File: src/shared/pdfs_pkg.sv
// Constants for the upper port pin function select block
`default_nettype none
package pdfs_pkg;
    // Register byte addresses on the plain register port
    localparam logic [7:0] OFF_HIGH_SEL_1 = 8'h00;
    localparam logic [7:0] OFF_HIGH_SEL_2 = 8'h04;
    localparam logic [7:0] OFF_LOW_SEL_2 = 8'h08;
    // Pins handled here: pin 23 up to pin 31
    localparam int NUM_PINS = 9;
    localparam int FIRST_PIN = 23;
    localparam int SEL_W = 2 * NUM_PINS;
    // Field positions of the pin 23 field in the second high register
    localparam int PIN23_SEL_LO = 14;
    localparam int PIN23_SEL_HI = 15;
    // Field positions in the first high register (pin 24 at 1:0 ... pin 31 at 15:14)
    localparam int PIN31_SEL_LO = 14;
    localparam int PIN30_SEL_LO = 12;
    localparam int PIN29_SEL_LO = 10;
    localparam int PIN28_SEL_LO = 8;
    localparam int PIN27_SEL_LO = 6;
    localparam int PIN26_SEL_LO = 4;
    localparam int PIN25_SEL_LO = 2;
    localparam int PIN24_SEL_LO = 0;
    // Select codes
    localparam logic [1:0] CODE_PORT = 2'h0;
    localparam logic [1:0] CODE_BUS = 2'h1;
    localparam logic [1:0] CODE_ALT = 2'h2;
    localparam logic [1:0] CODE_TRACE = 2'h3;
    // Reset values: all zero, low bit of each field set in 16-bit expansion boot
    localparam logic [15:0] RST_HIGH_SEL_1 = 16'h0000;
    localparam logic [15:0] BOOT16_HIGH_SEL_1 = 16'h5555;
    localparam logic [1:0] RST_PIN23_SEL = 2'h0;
    localparam logic [1:0] BOOT16_PIN23_SEL = 2'h1;
    localparam logic [15:0] RDATA_ZERO = 16'h0000;
    // Pins whose alternate function drives the pin (pins 26 to 30)
    localparam logic [8:0] ALT_DRIVES_MASK = 9'h0F8;
endpackage
`default_nettype wire

File: src/shared/pdfs_route_if.sv
// Carrier between the select registers and the per-pin router
`default_nettype none
interface pdfs_route_if;
    wire [17:0] sel;
    wire [8:0] port_out;
    wire [8:0] port_oe;
    wire [8:0] bus_out;
    wire [8:0] bus_oe;
    wire [8:0] alt_out;
    wire trace_out;
    wire trace_oe;
    wire trace_ok;
    wire [8:0] pin_out;
    wire [8:0] pin_oe;
    wire [8:0] port_sel;
    wire [8:0] bus_sel;
    wire [8:0] alt_sel;
    wire trace_sel;
    modport ctrl (
        output sel, port_out, port_oe, bus_out, bus_oe, alt_out,
        output trace_out, trace_oe, trace_ok,
        input pin_out, pin_oe, port_sel, bus_sel, alt_sel, trace_sel
    );
    modport route (
        input sel, port_out, port_oe, bus_out, bus_oe, alt_out,
        input trace_out, trace_oe, trace_ok,
        output pin_out, pin_oe, port_sel, bus_sel, alt_sel, trace_sel
    );
endinterface
`default_nettype wire

File: src/hw/pdfs_top.sv
// Upper port pin function select: registers, boot reset values and pin routing
//
// Operation
// - Bits 7 to 0 of the second low select register always read zero and writes are dropped.
// - Pin 31 field at 15:14 of high register 1: port, data bit 31, A/D trigger, 11 forbidden.
// - Pin 30 field at 13:12 of high register 1: port, data bit 30, interrupt request out.
// - Pin 29 field at 11:10 of high register 1: port, data bit 29, chip select 3 out.
// - Pin 28 field at 9:8 of high register 1: port, data bit 28, chip select 2 out.
// - Pin 27 field at 7:6 of high register 1: port, data bit 27, DMA acknowledge 1 out.
// - Pin 26 field at 5:4 of high register 1: port, data bit 26, DMA acknowledge 0 out.
// - Pin 25 field at 3:2 of high register 1: port, data bit 25, DMA request 1 in.
// - Pin 24 field at 1:0 of high register 1: port, data bit 24, DMA request 0 in.
// - Pin 23 field at 15:14 of high register 2: port, data bit 23, interrupt 7 in, trace sync.
// - Each field's low bit resets to 1 in the ROM-off 16-bit expansion boot, else 0.
`default_nettype none
module pdfs_top #(
    parameter bit FLASH_VERSION = 1'b1,
    parameter int ADDR_W = 8,
    parameter int DATA_W = 16
) (
    input wire logic core_clk,
    input wire logic resetn,
    input wire logic boot_rom_off_16bit,
    input wire logic [ADDR_W-1:0] reg_addr,
    input wire logic [DATA_W-1:0] reg_wdata,
    input wire logic reg_wr,
    input wire logic reg_rd,
    output logic [DATA_W-1:0] reg_rdata,
    input wire logic [8:0] pin_in,
    output logic [8:0] pin_out,
    output logic [8:0] pin_oe,
    input wire logic [8:0] port_out,
    input wire logic [8:0] port_oe,
    output logic [8:0] port_in,
    input wire logic [8:0] bus_d_out,
    input wire logic [8:0] bus_d_oe,
    output logic [8:0] bus_d_in,
    input wire logic interrupt_request_output,
    input wire logic chip_select_3,
    input wire logic chip_select_2,
    input wire logic dma_acknowledge_1,
    input wire logic dma_acknowledge_0,
    input wire logic trace_sync_out,
    input wire logic trace_sync_oe,
    output logic trace_sync_in,
    output logic adc_external_trigger,
    output logic dma_request_1,
    output logic dma_request_0,
    output logic external_interrupt_7
);

    // Reset release through two flops; assertion stays asynchronous
    logic [1:0] rst_sync_r;
    logic rst_n;

    always_ff @(posedge core_clk or negedge resetn) begin
        if (!resetn) begin
            rst_sync_r <= 2'h0;
        end else begin
            rst_sync_r <= {rst_sync_r[0], 1'b1};
        end
    end

    assign rst_n = rst_sync_r[1];

    // Select register state
    logic [15:0] high_sel_1_r;
    logic [15:0] high_sel_1_nxt;
    logic [1:0] pin23_sel_r;
    logic [1:0] pin23_sel_nxt;
    logic strap_done_r;
    logic strap_done_nxt;

    // Address decode
    logic hit_h1;
    logic hit_h2;
    logic hit_l2;

    assign hit_h1 = (reg_addr == pdfs_pkg::OFF_HIGH_SEL_1);
    assign hit_h2 = (reg_addr == pdfs_pkg::OFF_HIGH_SEL_2);
    assign hit_l2 = (reg_addr == pdfs_pkg::OFF_LOW_SEL_2);

    // Next select values; the boot strap is sampled once on the first cycle after
    // release, because an async reset may only load constants. A write in that
    // same cycle still wins so no software update is lost.
    always_comb begin
        high_sel_1_nxt = high_sel_1_r;
        pin23_sel_nxt = pin23_sel_r;
        strap_done_nxt = 1'b1;
        if (!strap_done_r && boot_rom_off_16bit) begin
            high_sel_1_nxt = pdfs_pkg::BOOT16_HIGH_SEL_1;
            pin23_sel_nxt = pdfs_pkg::BOOT16_PIN23_SEL;
        end
        if (reg_wr && hit_h1) begin
            high_sel_1_nxt = reg_wdata[15:0];
        end
        if (reg_wr && hit_h2) begin
            pin23_sel_nxt = reg_wdata[pdfs_pkg::PIN23_SEL_HI:pdfs_pkg::PIN23_SEL_LO];
        end
        // Writes to the low register 2 reserved byte are dropped
    end

    // Register the select state
    always_ff @(posedge core_clk or negedge rst_n) begin
        if (!rst_n) begin
            high_sel_1_r <= pdfs_pkg::RST_HIGH_SEL_1;
            pin23_sel_r <= pdfs_pkg::RST_PIN23_SEL;
            strap_done_r <= 1'b0;
        end else begin
            high_sel_1_r <= high_sel_1_nxt;
            pin23_sel_r <= pin23_sel_nxt;
            strap_done_r <= strap_done_nxt;
        end
    end

    // Read path: data stand only in the cycle after the read strobe
    logic [DATA_W-1:0] rdata_r;
    logic [DATA_W-1:0] rdata_nxt;

    always_comb begin
        rdata_nxt = DATA_W'(pdfs_pkg::RDATA_ZERO);
        if (reg_rd) begin
            if (hit_h1) begin
                rdata_nxt = DATA_W'(high_sel_1_r);
            end else if (hit_h2) begin
                // Only the pin 23 field lives here; other bits read zero
                rdata_nxt = DATA_W'({pin23_sel_r, 14'h0000});
            end else if (hit_l2) begin
                rdata_nxt = DATA_W'(pdfs_pkg::RDATA_ZERO);
            end else begin
                rdata_nxt = DATA_W'(pdfs_pkg::RDATA_ZERO); // Unmapped reads zero
            end
        end
    end

    always_ff @(posedge core_clk or negedge rst_n) begin
        if (!rst_n) begin
            rdata_r <= '0;
        end else begin
            rdata_r <= rdata_nxt;
        end
    end

    assign reg_rdata = rdata_r;

    // Router connection; pin 23 field sits at the bottom of the packed vector
    pdfs_route_if rt ();

    logic [8:0] alt_drive;

    // Peripheral outputs, one slot per pin from pin 23 upward
    assign alt_drive = {
        1'b0, // Pin 31 alternate is an input
        interrupt_request_output,
        chip_select_3,
        chip_select_2,
        dma_acknowledge_1,
        dma_acknowledge_0,
        1'b0, // Pin 25 alternate is an input
        1'b0, // Pin 24 alternate is an input
        1'b0 // Pin 23 alternate is an input
    };

    assign rt.sel = {high_sel_1_r, pin23_sel_r};
    assign rt.port_out = port_out;
    assign rt.port_oe = port_oe;
    assign rt.bus_out = bus_d_out;
    assign rt.bus_oe = bus_d_oe;
    assign rt.alt_out = alt_drive;
    assign rt.trace_out = trace_sync_out;
    assign rt.trace_oe = trace_sync_oe;
    // Masked and ROM-less parts treat the trace code as forbidden
    assign rt.trace_ok = FLASH_VERSION;

    pdfs_router u_router (
        .rt(rt)
    );

    // Pin drive registers; code 11 on a pin without a fourth function drives nothing
    logic [8:0] pin_out_r;
    logic [8:0] pin_out_nxt;
    logic [8:0] pin_oe_r;
    logic [8:0] pin_oe_nxt;

    always_comb begin
        pin_out_nxt = rt.pin_out;
        pin_oe_nxt = rt.pin_oe;
    end

    always_ff @(posedge core_clk or negedge rst_n) begin
        if (!rst_n) begin
            pin_out_r <= 9'h000;
            pin_oe_r <= 9'h000;
        end else begin
            pin_out_r <= pin_out_nxt;
            pin_oe_r <= pin_oe_nxt;
        end
    end

    assign pin_out = pin_out_r;
    assign pin_oe = pin_oe_r;

    // Inputs towards the port and bus units; unselected pins show zero so a
    // unit never sees a pin that belongs to another function
    logic [8:0] port_in_r;
    logic [8:0] port_in_nxt;
    logic [8:0] bus_d_in_r;
    logic [8:0] bus_d_in_nxt;

    always_comb begin
        port_in_nxt = pin_in & rt.port_sel;
        bus_d_in_nxt = pin_in & rt.bus_sel;
    end

    always_ff @(posedge core_clk or negedge rst_n) begin
        if (!rst_n) begin
            port_in_r <= 9'h000;
            bus_d_in_r <= 9'h000;
        end else begin
            port_in_r <= port_in_nxt;
            bus_d_in_r <= bus_d_in_nxt;
        end
    end

    assign port_in = port_in_r;
    assign bus_d_in = bus_d_in_r;

    // Peripheral inputs taken from the pins; idle low when not routed.
    // Costs one cycle of latency, traded for clean registered outputs.
    logic adc_trig_r;
    logic adc_trig_nxt;
    logic dma_request_1_r;
    logic dma_request_1_nxt;
    logic dma_request_0_r;
    logic dma_request_0_nxt;
    logic ext_external_interrupt_7_r;
    logic ext_external_interrupt_7_nxt;
    logic trace_in_r;
    logic trace_in_nxt;

    always_comb begin
        adc_trig_nxt = rt.alt_sel[8] & pin_in[8];
        dma_request_1_nxt = rt.alt_sel[2] & pin_in[2];
        dma_request_0_nxt = rt.alt_sel[1] & pin_in[1];
        ext_external_interrupt_7_nxt = rt.alt_sel[0] & pin_in[0];
        trace_in_nxt = rt.trace_sel & pin_in[0];
    end

    always_ff @(posedge core_clk or negedge rst_n) begin
        if (!rst_n) begin
            adc_trig_r <= 1'b0;
            dma_request_1_r <= 1'b0;
            dma_request_0_r <= 1'b0;
            ext_external_interrupt_7_r <= 1'b0;
            trace_in_r <= 1'b0;
        end else begin
            adc_trig_r <= adc_trig_nxt;
            dma_request_1_r <= dma_request_1_nxt;
            dma_request_0_r <= dma_request_0_nxt;
            ext_external_interrupt_7_r <= ext_external_interrupt_7_nxt;
            trace_in_r <= trace_in_nxt;
        end
    end

    assign adc_external_trigger = adc_trig_r;
    assign dma_request_1 = dma_request_1_r;
    assign dma_request_0 = dma_request_0_r;
    assign external_interrupt_7 = ext_external_interrupt_7_r;
    assign trace_sync_in = trace_in_r;

endmodule
`default_nettype wire

File: src/hw/pdfs_router.sv
// Per-pin function decode and drive multiplexer
`default_nettype none
module pdfs_router (
    pdfs_route_if.route rt
);
    // One decoder per pin; forbidden codes leave the pin undriven
    for (genvar i = 0; i < pdfs_pkg::NUM_PINS; i++) begin : g_pin
        wire [1:0] code;
        wire is_trace;
        assign code = rt.sel[2*i+1:2*i];
        assign rt.port_sel[i] = (code == pdfs_pkg::CODE_PORT);
        assign rt.bus_sel[i] = (code == pdfs_pkg::CODE_BUS);
        assign rt.alt_sel[i] = (code == pdfs_pkg::CODE_ALT);
        if (i == 0) begin : g_trace
            // Trace sync exists only on pin 23 and only where the part allows it
            assign is_trace = (code == pdfs_pkg::CODE_TRACE) && rt.trace_ok;
        end else begin : g_no_trace
            assign is_trace = 1'b0;
        end
        assign rt.pin_out[i] = rt.port_sel[i] ? rt.port_out[i] :
                               rt.bus_sel[i] ? rt.bus_out[i] :
                               is_trace ? rt.trace_out :
                               rt.alt_out[i];
        assign rt.pin_oe[i] = rt.port_sel[i] ? rt.port_oe[i] :
                              rt.bus_sel[i] ? rt.bus_oe[i] :
                              is_trace ? rt.trace_oe :
                              (rt.alt_sel[i] & pdfs_pkg::ALT_DRIVES_MASK[i]);
    end
    assign rt.trace_sel = g_pin[0].is_trace;
endmodule
`default_nettype wire

File: config.mk
export PLATFORM = sky130hd
export DESIGN_NAME = pdfs_top
export DESIGN_NICKNAME = d
export VERILOG_FILES = /design/src/shared/pdfs_pkg.sv /design/src/shared/pdfs_route_if.sv /design/src/hw/pdfs_top.sv /design/src/hw/pdfs_router.sv
export SDC_FILE = /design/constraint.sdc
export NUM_CORES = 1
export LEC_CHECK = 0
export ABC_AREA = 1
export BUFFER_PORTS_ARGS = -buffer_cell sky130_fd_sc_hd__buf_2
export CORE_ASPECT_RATIO = 1.75
export CORE_MARGIN = 8
export CORE_UTILIZATION = 49
export CTS_BUF_LIST = sky130_fd_sc_hd__clkbuf_4 sky130_fd_sc_hd__clkbuf_8
export CTS_CLUSTER_DIAMETER = 40
export DETAILED_ROUTE_END_ITERATION = 6
export PLACE_DENSITY = 0.82
export SYNTH_ARGS = -nofsm -noshare
export SYNTH_HDL_FRONTEND = slang
export SYNTH_SLANG_ARGS = --single-unit
File: constraint.sdc
create_clock -name core_clk -period 3.05 [get_ports core_clk]
set_input_delay 0.1525 -clock core_clk [delete_from_list [all_inputs] [get_ports core_clk]]
set_output_delay 0.1525 -clock core_clk [all_outputs]
set_load 0.01 [all_outputs]
==> results of run 1 <==
[state kept, by name (all words and copies together), names as in the netlist, 2 cells and up]
name / flops
high_sel_1_r: 16
pin_out: 9
port_in: 9
pin_oe: 9
pin23_sel_r: 2
bus_d_in: 9
rst_sync_r: 2
reg_rdata: 16
[cell type report]
type                       instances  area [um^2]
sequential                        78         1960
fill                             525         2100
inverter                          43          164
tap                               80          100
clock inverter                     6         62.6
multi-input combinational        192          957
clock buffer                      10          131
timing repair buffer             139          706
[worst max-delay path, cell delays in order, from the launching register on]
cell and delay [ns]:
dfrtp_1 0.32, inv_1 0.04, nand2_1 0.47, nand2_1 0.31
nand2_1 0.13, nand2_1 0.05
[power by group]
part | leakage [nW] | internal [mW] | switching (mW)
Combinational | 1.19 | 0.113 | 0.141
Clock | 0.103 | 0.385 | 0.362
Sequential | 1.00 | 1.10 | 0.0567
Total | 2.30 | 1.60 | 0.560
[per-layer routing]
| layer | track usage | up-vias | wire [um] |
|---|---|---|---|
| met2 | 0.326 | 108 | 4580 |
| li1 | - | 1316 | - |
| met1 | 0.155 | 1278 | 2690 |
| met5 | 0 | - | 0 |
| met4 | 0.145 | 0 | 486 |
| met3 | 0.0678 | 33 | 542 |
[final timing paths]
path | startpoint | endpoint | slack (ns) | cells after the start
setup / recovery | strap_done_r$_DFF_PN0_ | high_sel_1_r[4]$_DFFE_PN0P_ | 1.62 | 5
hold / removal | port_out[0] | pin_out[0]$_DFF_PN0_ | 0.02 | 3
setup reg to reg | strap_done_r$_DFF_PN0_ | high_sel_1_r[4]$_DFFE_PN0P_ | 1.62 | 5
hold reg to reg | rst_sync_r[0]$_DFF_PN0_ | rst_sync_r[1]$_DFF_PN0_ | 0.36 | 0
max in group asynchronous | rst_sync_r[1]$_DFF_PN0_ | high_sel_1_r[4]$_DFFE_PN0P_ | 1.97 | 0
min in group asynchronous | resetn | rst_sync_r[1]$_DFF_PN0_ | 0.11 | 2
[logic make-up (layout without fill, tap and decap cells)]
family,Yosys count,in the layout,share of synthesized area
other cells,1,2,0.00120
buf+inv,53,198,0.0738
flops,78,78,0.622
simple gates,179,179,0.282
compound gates,11,11,0.0207
[what timing repair did]
action                     in CTS  in global routing
hold endpoints to repair        3                  0
setup endpoints to repair       0                  0
hold buffers                    2                  0
setup buffers                   0                  0
[metrics by stage]
stage | instances | util | hold WS (ns)
5_1_grt | 548 | 0.660 | 0.00290
6_report | 548 | 0.660 | 0.0157
4_1_cts | 548 | 0.660 | 0.000676
3_3_place_gp | 530 | 0.625 | -0.0636
2_1_floorplan | 323 | - | -0.143
3_5_place_dp | 530 | 0.625 | -0.0596
[layout by cell type, fill, tap and decap left out]
| cell type | netlist | final |
|---|---|---|
| nor3_2 | 10 | 10 |
| nor2_2 | 1 | 1 |
| nand3_1 | 73 | 73 |
| clkbuf_8 | 0 | 9 |
| clkinv_2 | 0 | 3 |
| dlygate4sd3_1 | 0 | 2 |
| conb_1 | 1 | 2 |
| nor3_1 | 23 | 23 |
| buf_2 | 3 | 137 |
| nor2_4 | 2 | 2 |
| inv_4 | 1 | 1 |
| a21oi_1 | 1 | 1 |
| bufinv_16 | 0 | 1 |
| a21oi_2 | 2 | 2 |
| clkbuf_4 | 0 | 1 |
| or2_2 | 1 | 1 |
| clkinv_4 | 0 | 2 |
| nand2_1 | 55 | 55 |
| nand2_2 | 4 | 4 |
| o21ai_0 | 7 | 7 |
| inv_1 | 42 | 42 |
| a21boi_0 | 1 | 1 |
| nor2_1 | 10 | 10 |
| dfrtp_1 | 78 | 77 |
| dfrtp_4 | 0 | 1 |
[synth_stat cells]
| master | instances | area (um^2) |
|---|---|---|
| dfrtp_1 | 78 | 1950 |
| nand3_1 | 73 | 365 |
| nand2_1 | 55 | 206 |
| inv_1 | 42 | 158 |
| nor3_1 | 23 | 115 |
| nor2_1 | 10 | 37.5 |
| nor3_2 | 10 | 100 |
| o21ai_0 | 7 | 35.0 |
| nand2_2 | 4 | 25.0 |
| buf_2 | 3 | 15.0 |
| a21oi_2 | 2 | 17.5 |
| buf_1 | 2 | 7.51 |
| buf_6 | 2 | 22.5 |
| clkbuf_1 | 2 | 7.51 |
| nor2_4 | 2 | 22.5 |
| a21boi_0 | 1 | 7.51 |
| a21oi_1 | 1 | 5.00 |
| buf_8 | 1 | 15.0 |
| conb_1 | 1 | 3.75 |
| inv_4 | 1 | 6.26 |
| nor2_2 | 1 | 6.26 |
| or2_2 | 1 | 6.26 |
==> results_dict.tcl, run 1 <==
set metrics [dict create \
    tritoncts "done" \
    status "complete, no violations" \
    fin_area_um2 4080 \
    period_minus_slack_ns 1.43 \
    syn_avg_cell_area_um2 9.74 \
    skew_ns 0.00896 \
    htreeDepth 3 \
    slew_headroom 0.380 \
    gr-total-overflow 0 \
    dp_worst_setup_slack_ns 1.32 \
    num_vias 2735 \
    initial_utilization 0.507 \
    maxCapViolations 0 \
    critPathMaxFanout 20 \
    dieHeight_um 122 \
    antenna_found_initial 0 \
    layout.nets 544 \
    hold_path_class "primary input to register" \
    grt_pass1_wl_um 13200 \
    root_buffer "clkbuf_8" \
    grt_max_degree 77 \
    grt.total_usage 0.180 \
    cts_sinks 78 \
    postPlaceCellArea_um2 3860 \
    grt_pass1_vias 2839 \
    peakVddDrop_uv 416 \
    antenna_left 0 \
    worstSetupStartpointType "register" \
    antenna_cells 0 \
    yosysWarnings 0 \
    insertion_delay_ns 0.35 \
    ys_seq_area_frac 0.622 \
    cp.required_ns 3.29 \
    gp_congestion 0.805 \
    routed_wl_um 8300 \
    syn-instance-count 322 \
    critPathKind "register to register" \
    area_delta_synth_final_pct 30.0 \
    setup.worst_path.end_class "register" \
    clkTransAtPathRegs_ns 0.08 \
    tightest_slew_ns 0.930 \
    firstDrtPassIters 4 \
    die_width_um 76.5 \
    cts_buffer_depth 2 \
    p_leak_nw 2.30 \
    yosysUniqueCellTypes 22 \
    numPortBuffers 137 \
    arrival_ns 1.67 \
    synth-seq-cells 78 \
    post-route-period-util 0.468 \
    num_io_pins 138 \
    drive_above_1_share 0.374 \
    fin_tns_setup_ns 0 \
    die_area_um2 9320 \
    maxSlewViolCount 0 \
    rows 38 \
    core_area_um2 6180 \
    grt_setup_unrepaired "false" \
    power_density_nw_per_um2 529 \
    drc_errors 0 \
    hold_viol_final 0 \
    setup_slack_ns 1.62 \
    finalSetupViolCount 0 \
    hpwl_um 6550 \
    drtIter0Drc 116 \
    power_mw 2.16 \
    cts_buffers 9 \
    synth_area_um2 3140 \
    cts_resized 0 \
    wire_per_inst_um 15.1 \
    fmax_mhz 700 \
    viasPerCell 4.99 \
]
Note: power is estimated with default switching activity, not from simulation.
==> inputs of run 2 (changes only) <==
--- a/config.mk
+++ b/config.mk
@@ -9,11 +9,11 @@
 export BUFFER_PORTS_ARGS = -buffer_cell sky130_fd_sc_hd__buf_2
 export CORE_ASPECT_RATIO = 1.75
 export CORE_MARGIN = 8
-export CORE_UTILIZATION = 49
+export CORE_UTILIZATION = 44
 export CTS_BUF_LIST = sky130_fd_sc_hd__clkbuf_4 sky130_fd_sc_hd__clkbuf_8
 export CTS_CLUSTER_DIAMETER = 40
 export DETAILED_ROUTE_END_ITERATION = 6
-export PLACE_DENSITY = 0.82
+export PLACE_DENSITY = 0.78
 export SYNTH_ARGS = -nofsm -noshare
 export SYNTH_HDL_FRONTEND = slang
 export SYNTH_SLANG_ARGS = --single-unit
==> constraint.sdc (replaced) <==
create_clock -name core_clk -period 1.2 [get_ports core_clk]
set_input_delay 0.06 -clock core_clk [delete_from_list [all_inputs] [get_ports core_clk]]
set_output_delay 0.06 -clock core_clk [all_outputs]
set_load 0.01 [all_outputs]
==> results_dict.tcl, run 2 (same netlist as run 1, synthesis figures left out) <==
set metrics [dict create \
    status "complete, no violations" \
    gr-total-overflow 0 \
    critPathMaxFanout 4 \
    rows 41 \
    crit_slowest_cell "dfrtp_1" \
    finalSetupViolCount 0 \
    numPortBuffers 137 \
    skew_ns 0.00852 \
    grt_setup_unrepaired "false" \
    die_area_um2 10200 \
    post-route-period-util 0.847 \
    drc_errors 0 \
    peakVddDrop_uv 686 \
    critPathKind "register to register" \
    die_width_um 79.8 \
    clkTransAtPathRegs_ns 0.08 \
    routed_wl_um 10200 \
    grt_max_degree 30 \
    path_cells "or2_2 > o21ai_0" \
    grt_pass1_vias 3360 \
    fmax_mhz 984 \
    layout.nets 615 \
    final_cell_mix "buf_2, dfrtp_1, nand3_1" \
    cts_resized 0 \
    final_common_cell "buf_2" \
    period_minus_slack_ns 1.02 \
    cts_buffers 9 \
    tritoncts "done" \
    initial_utilization 0.443 \
    fin_tns_setup_ns 0 \
    hpwl_um 6680 \
    antenna_found_initial 1 \
    setup.worst_path.end_class "register" \
    hold_viol_final 0 \
    p_leak_nw 2.62 \
    num_vias 3112 \
    viasPerCell 4.96 \
    gp_congestion 0.812 \
    hold_path_class "primary input to register" \
    cts_buffer_depth 2 \
    wire_per_inst_um 16.2 \
    root_buffer "clkbuf_8" \
    place_inst 548 \
    maxSlewViolCount 0 \
    power_density_nw_per_um2 1210 \
    antenna_left 0 \
    dieHeight_um 128 \
    maxCapViolations 0 \
    arrival_ns 1.28 \
    cpPeakStageDelay_ns 0.41 \
    cts_sinks 78 \
    final_util 0.679 \
    num_io_pins 138 \
    area_delta_synth_final_pct 53.2 \
    cp.required_ns 1.46 \
    worstSetupStartpointType "register" \
    htreeDepth 3 \
    insertion_delay_ns 0.35 \
    grt.total_usage 0.204 \
    drtIter0Drc 96 \
    core_area_um2 7080 \
    firstDrtPassIters 5 \
    grt_pass1_wl_um 16100 \
    drive_above_1_share 0.347 \
    final-instance-count-excl-fill 627 \
    post_cts_buffers 0 \
]
run 2: power breakdown:
part           switching (mW)  total (mW)  internal, mW  leakage (nW)
combinational           0.466       0.911         0.444          1.51
clock                   0.902        1.99          1.09         0.110
sequential              0.102        2.90          2.80          1.00
total                    1.47        5.80          4.33          2.62
run 2: final timing paths:
kind                                                   start                            to  slack [ns]  cells past startpoint
worst max register to register  high_sel_1_r[15]$_DFFE_PN0P_           pin_oe[8]$_DFF_PN0_        0.18                      2
max in group asynchronous            rst_sync_r[1]$_DFF_PN0_           pin_oe[0]$_DFF_PN0_        0.53                      1
min in group asynchronous                             resetn       rst_sync_r[0]$_DFF_PN0_        0.04                      2
worst min register to register       rst_sync_r[1]$_DFF_PN0_        reg_rdata[0]$_DFF_PN0_        0.22                      0
worst max-delay path            high_sel_1_r[15]$_DFFE_PN0P_           pin_oe[8]$_DFF_PN0_        0.18                      2
worst min-delay path                           reg_wdata[12]  high_sel_1_r[12]$_DFFE_PN0P_        0.02                      5
run 2: what timing repair did:
| action | 4_1_cts | 5_1_grt |
|---|---|---|
| endpoints found under the setup margin | 0 | 0 |
| hold buffers | 61 | 0 |
| endpoints found under the hold margin | 52 | 0 |
run 2: worst max-delay path, delay by kind of cell, from the launching register on:
kind,cells,cell delay [ns]
simple gates,1,0.31
compound gates,1,0.20
flops,1,0.41
run 2: metrics by stage:
stage / worst slack [ns] / power [mW] / hold slack (ns) / instance area (um^2)
after detailed placement: 0.144 / 3.68 / -0.152 / 3990
after global placement: 0.174 / 3.65 / -0.155 / 3990
after CTS: 0.216 / 5.82 / 0.000418 / 4800
after floorplan: 0.115 / 3.28 / -0.236 / 3140
after global routing: 0.130 / 6.05 / 0.0295 / 4800
final: 0.183 / 5.80 / 0.0173 / 4800
run 2: cell type report:
| type | count | area (um^2) |
|---|---|---|
| sequential | 78 | 1960 |
| antenna | 2 | 5.00 |
| timing repair buffer | 210 | 1410 |
| clock inverter | 4 | 45.0 |
| clock buffer | 12 | 159 |
| multi-input combinational | 192 | 957 |
| inverter | 43 | 164 |
| fill | 541 | 2270 |
| tap | 86 | 108 |
run 2: per-layer routing:
metal  routed length (um)  track usage  up-vias
li1                     -            -     1463
met1                 3390        0.191     1489
met2                 5750        0.361      121
met3                  538       0.0611       39
met4                  493        0.143        0
met5                    0            0        -
==> inputs of run 3 (changes only) <==
--- a/config.mk
+++ b/config.mk
@@ -5,15 +5,15 @@
 export SDC_FILE = /design/constraint.sdc
 export NUM_CORES = 1
 export LEC_CHECK = 0
-export ABC_AREA = 1
+export ABC_AREA = 0
 export BUFFER_PORTS_ARGS = -buffer_cell sky130_fd_sc_hd__buf_2
 export CORE_ASPECT_RATIO = 1.75
 export CORE_MARGIN = 8
-export CORE_UTILIZATION = 44
+export CORE_UTILIZATION = 43
 export CTS_BUF_LIST = sky130_fd_sc_hd__clkbuf_4 sky130_fd_sc_hd__clkbuf_8
 export CTS_CLUSTER_DIAMETER = 40
 export DETAILED_ROUTE_END_ITERATION = 6
-export PLACE_DENSITY = 0.78
+export PLACE_DENSITY = 0.77
 export SYNTH_ARGS = -nofsm -noshare
 export SYNTH_HDL_FRONTEND = slang
 export SYNTH_SLANG_ARGS = --single-unit
==> constraint.sdc (replaced) <==
create_clock -name core_clk -period 0.9 [get_ports core_clk]
set_input_delay 0.045 -clock core_clk [delete_from_list [all_inputs] [get_ports core_clk]]
set_output_delay 0.045 -clock core_clk [all_outputs]
set_load 0.01 [all_outputs]
==> results_dict.tcl, run 3 <==
set metrics [dict create \
    synth_area_leaders "dfrtp_1, mux2i_1, mux2_2" \
    finalSetupViolCount 44 \
    core_area_um2 6810 \
    muxShareOfSynthArea 0.117 \
    worstSetupStartpointType "register" \
    fin_area_um2 5190 \
    rows 40 \
    violations "setup timing" \
    num_vias 2662 \
    initial_utilization 0.441 \
    num_io_pins 138 \
    netlist_top_cells_count "dfrtp_1, mux2i_1, nand2_1, nor2_1, and2_1" \
    htreeDepth 3 \
    cts_buffer_depth 2 \
    firstDrtPassIters 6 \
    drtIter0Drc 95 \
    antenna_left 0 \
    tritoncts "done" \
    numPortBuffers 137 \
    critPathMaxFanout 3 \
    synth_edf_count 0 \
    hold_path_class "primary input to register" \
    power_mw 6.98 \
    final-instance-count-excl-fill 562 \
    hold_viol_final 0 \
    yosysUniqueCellTypes 25 \
    synth-async-reset-ratio 1.00 \
    synth_top_family_by_area "simple AND/OR/NAND/NOR gates" \
    final_common_cell "buf_2" \
    drc_errors 0 \
    synth_area_um2 3000 \
    postPlaceCellArea_um2 3980 \
    die_width_um 79.2 \
    wire_per_inst_um 17.8 \
    syn-instance-count 230 \
    synthFlopType "dfrtp_1" \
    setup_slack_ns -0.147 \
    cts_buffers 9 \
    final_cell_mix "buf_2, dfrtp_1, dlygate4sd3_1" \
    synth-seq-cells 78 \
    fmax_mhz 955 \
    power_density_nw_per_um2 1340 \
    yosysTopAreaCellShare 0.650 \
    dieHeight_um 127 \
    period_minus_slack_ns 1.05 \
    maxCapViolations 0 \
    grt_pass1_vias 3022 \
    syn_avg_cell_area_um2 13.1 \
    gr-total-overflow 0 \
    cts_sinks 78 \
    fin_tns_setup_ns -2.15 \
    die_area_um2 10000 \
    synth_xor_area_frac 0 \
    ys_seq_area_frac 0.650 \
    grt_pass1_wl_um 14800 \
    layout.nets 551 \
    insertion_delay_ns 0.36 \
    skew_ns 0.0107 \
    arrival_ns 1.30 \
    peakVddDrop_uv 1260 \
    drive_above_1_share 0.457 \
    yosysWarnings 0 \
    grt.total_usage 0.194 \
    setup.worst_path.end_class "register" \
    viasPerCell 4.74 \
    routed_wl_um 9980 \
    yosys.area.top_type "dfrtp_1" \
    yosysMostFrequentCell "dfrtp_1" \
    synth_adder_area_share 0 \
    grt_max_degree 60 \
    hpwl_um 5770 \
    gp_congestion 0.730 \
    status "finished, violations left" \
    yosys.area_share.simple 0.180 \
    critPathKind "register to register" \
    root_buffer "clkbuf_8" \
    antenna_found_initial 2 \
    p_leak_nw 2.70 \
    area_delta_synth_final_pct 73.0 \
    timing.rr.start "pin23_sel_r[1]$_DFFE_PN0P_" \
    post-route-period-util 1.16 \
    grt_setup_unrepaired "true" \
    clkTransAtPathRegs_ns 0.07 \
    maxSlewViolCount 0 \
    hold_start "bus_d_out[0]" \
    place_inst 467 \
    synth_compound_area_frac 0.0225 \
    cp.required_ns 1.15 \
    crit_start "pin23_sel_r[1]$_DFFE_PN0P_" \
]
run 3: power by group:
part / leakage [nW] / internal, mW / switching (mW)
sequential: 0.970 / 3.59 / 0.0359
combinational: 1.63 / 0.515 / 0.353
clock: 0.101 / 1.27 / 1.21
run 3: final timing paths:
check                                           to  slack [ns]  cells after the start
max reg2reg                    pin_oe[0]$_DFF_PN0_       -0.15                      2
min reg2reg                    pin_oe[1]$_DFF_PN0_        0.32                      1
max                            pin_oe[0]$_DFF_PN0_       -0.15                      2
min                           pin_out[0]$_DFF_PN0_        0.04                      3
max in group asynchronous  rst_sync_r[1]$_DFF_PN0_        0.22                      3
min in group asynchronous      pin_oe[1]$_DFF_PN0_        0.32                      1
run 3: final cells by class:
class | count | area [um^2]
antenna | 3 | 7.51
clock buffer | 15 | 181
clock inverter | 1 | 5.00
fill | 468 | 1610
inverter | 8 | 30.0
multi-input combinational | 138 | 1060
sequential | 78 | 1960
tap | 84 | 105
timing repair buffer | 235 | 1840
run 3: worst max-delay path, stage by stage, from the launching register on:
cell     delay [ns]
dfrtp_1        0.43
mux2_4         0.31
a22o_1         0.20
run 3: cell families after synthesis:
group,after synthesis
buffers and inverters,17
DFF,78
AOI/OAI and AO/OA,12
muxes,33
and+or+nand+nor,89
other,1
run 3: layer usage:
layer	vias to the layer above	track usage	wire length (um)
li1	1252	-	-
met1	1266	0.179	3260
met2	113	0.338	5680
met3	31	0.0693	619
met4	0	0.137	418
met5	-	0	0
run 3: metrics by stage:
stage	util	hold WS, ns	worst slack (ns)
CTS	0.721	0.000791	-0.140
global placement	0.585	-0.169	-0.411
finish	0.763	0.0368	-0.147
global route	0.763	0.0276	-0.161
floorplan	-	-0.251	-0.342
detailed placement	0.585	-0.169	-0.442
run 3: what timing repair did:
| action | 4_1_cts | 5_1_grt |
|---|---|---|
| setup buffers | 1 | 5 |
| hold buffers | 65 | 2 |
| resized for setup | 14 | 50 |
| pin swaps | 0 | 7 |
| hold endpoints to repair | 63 | 1 |
| gates cloned | 2 | 1 |
| endpoints found under the setup margin | 72 | 94 |
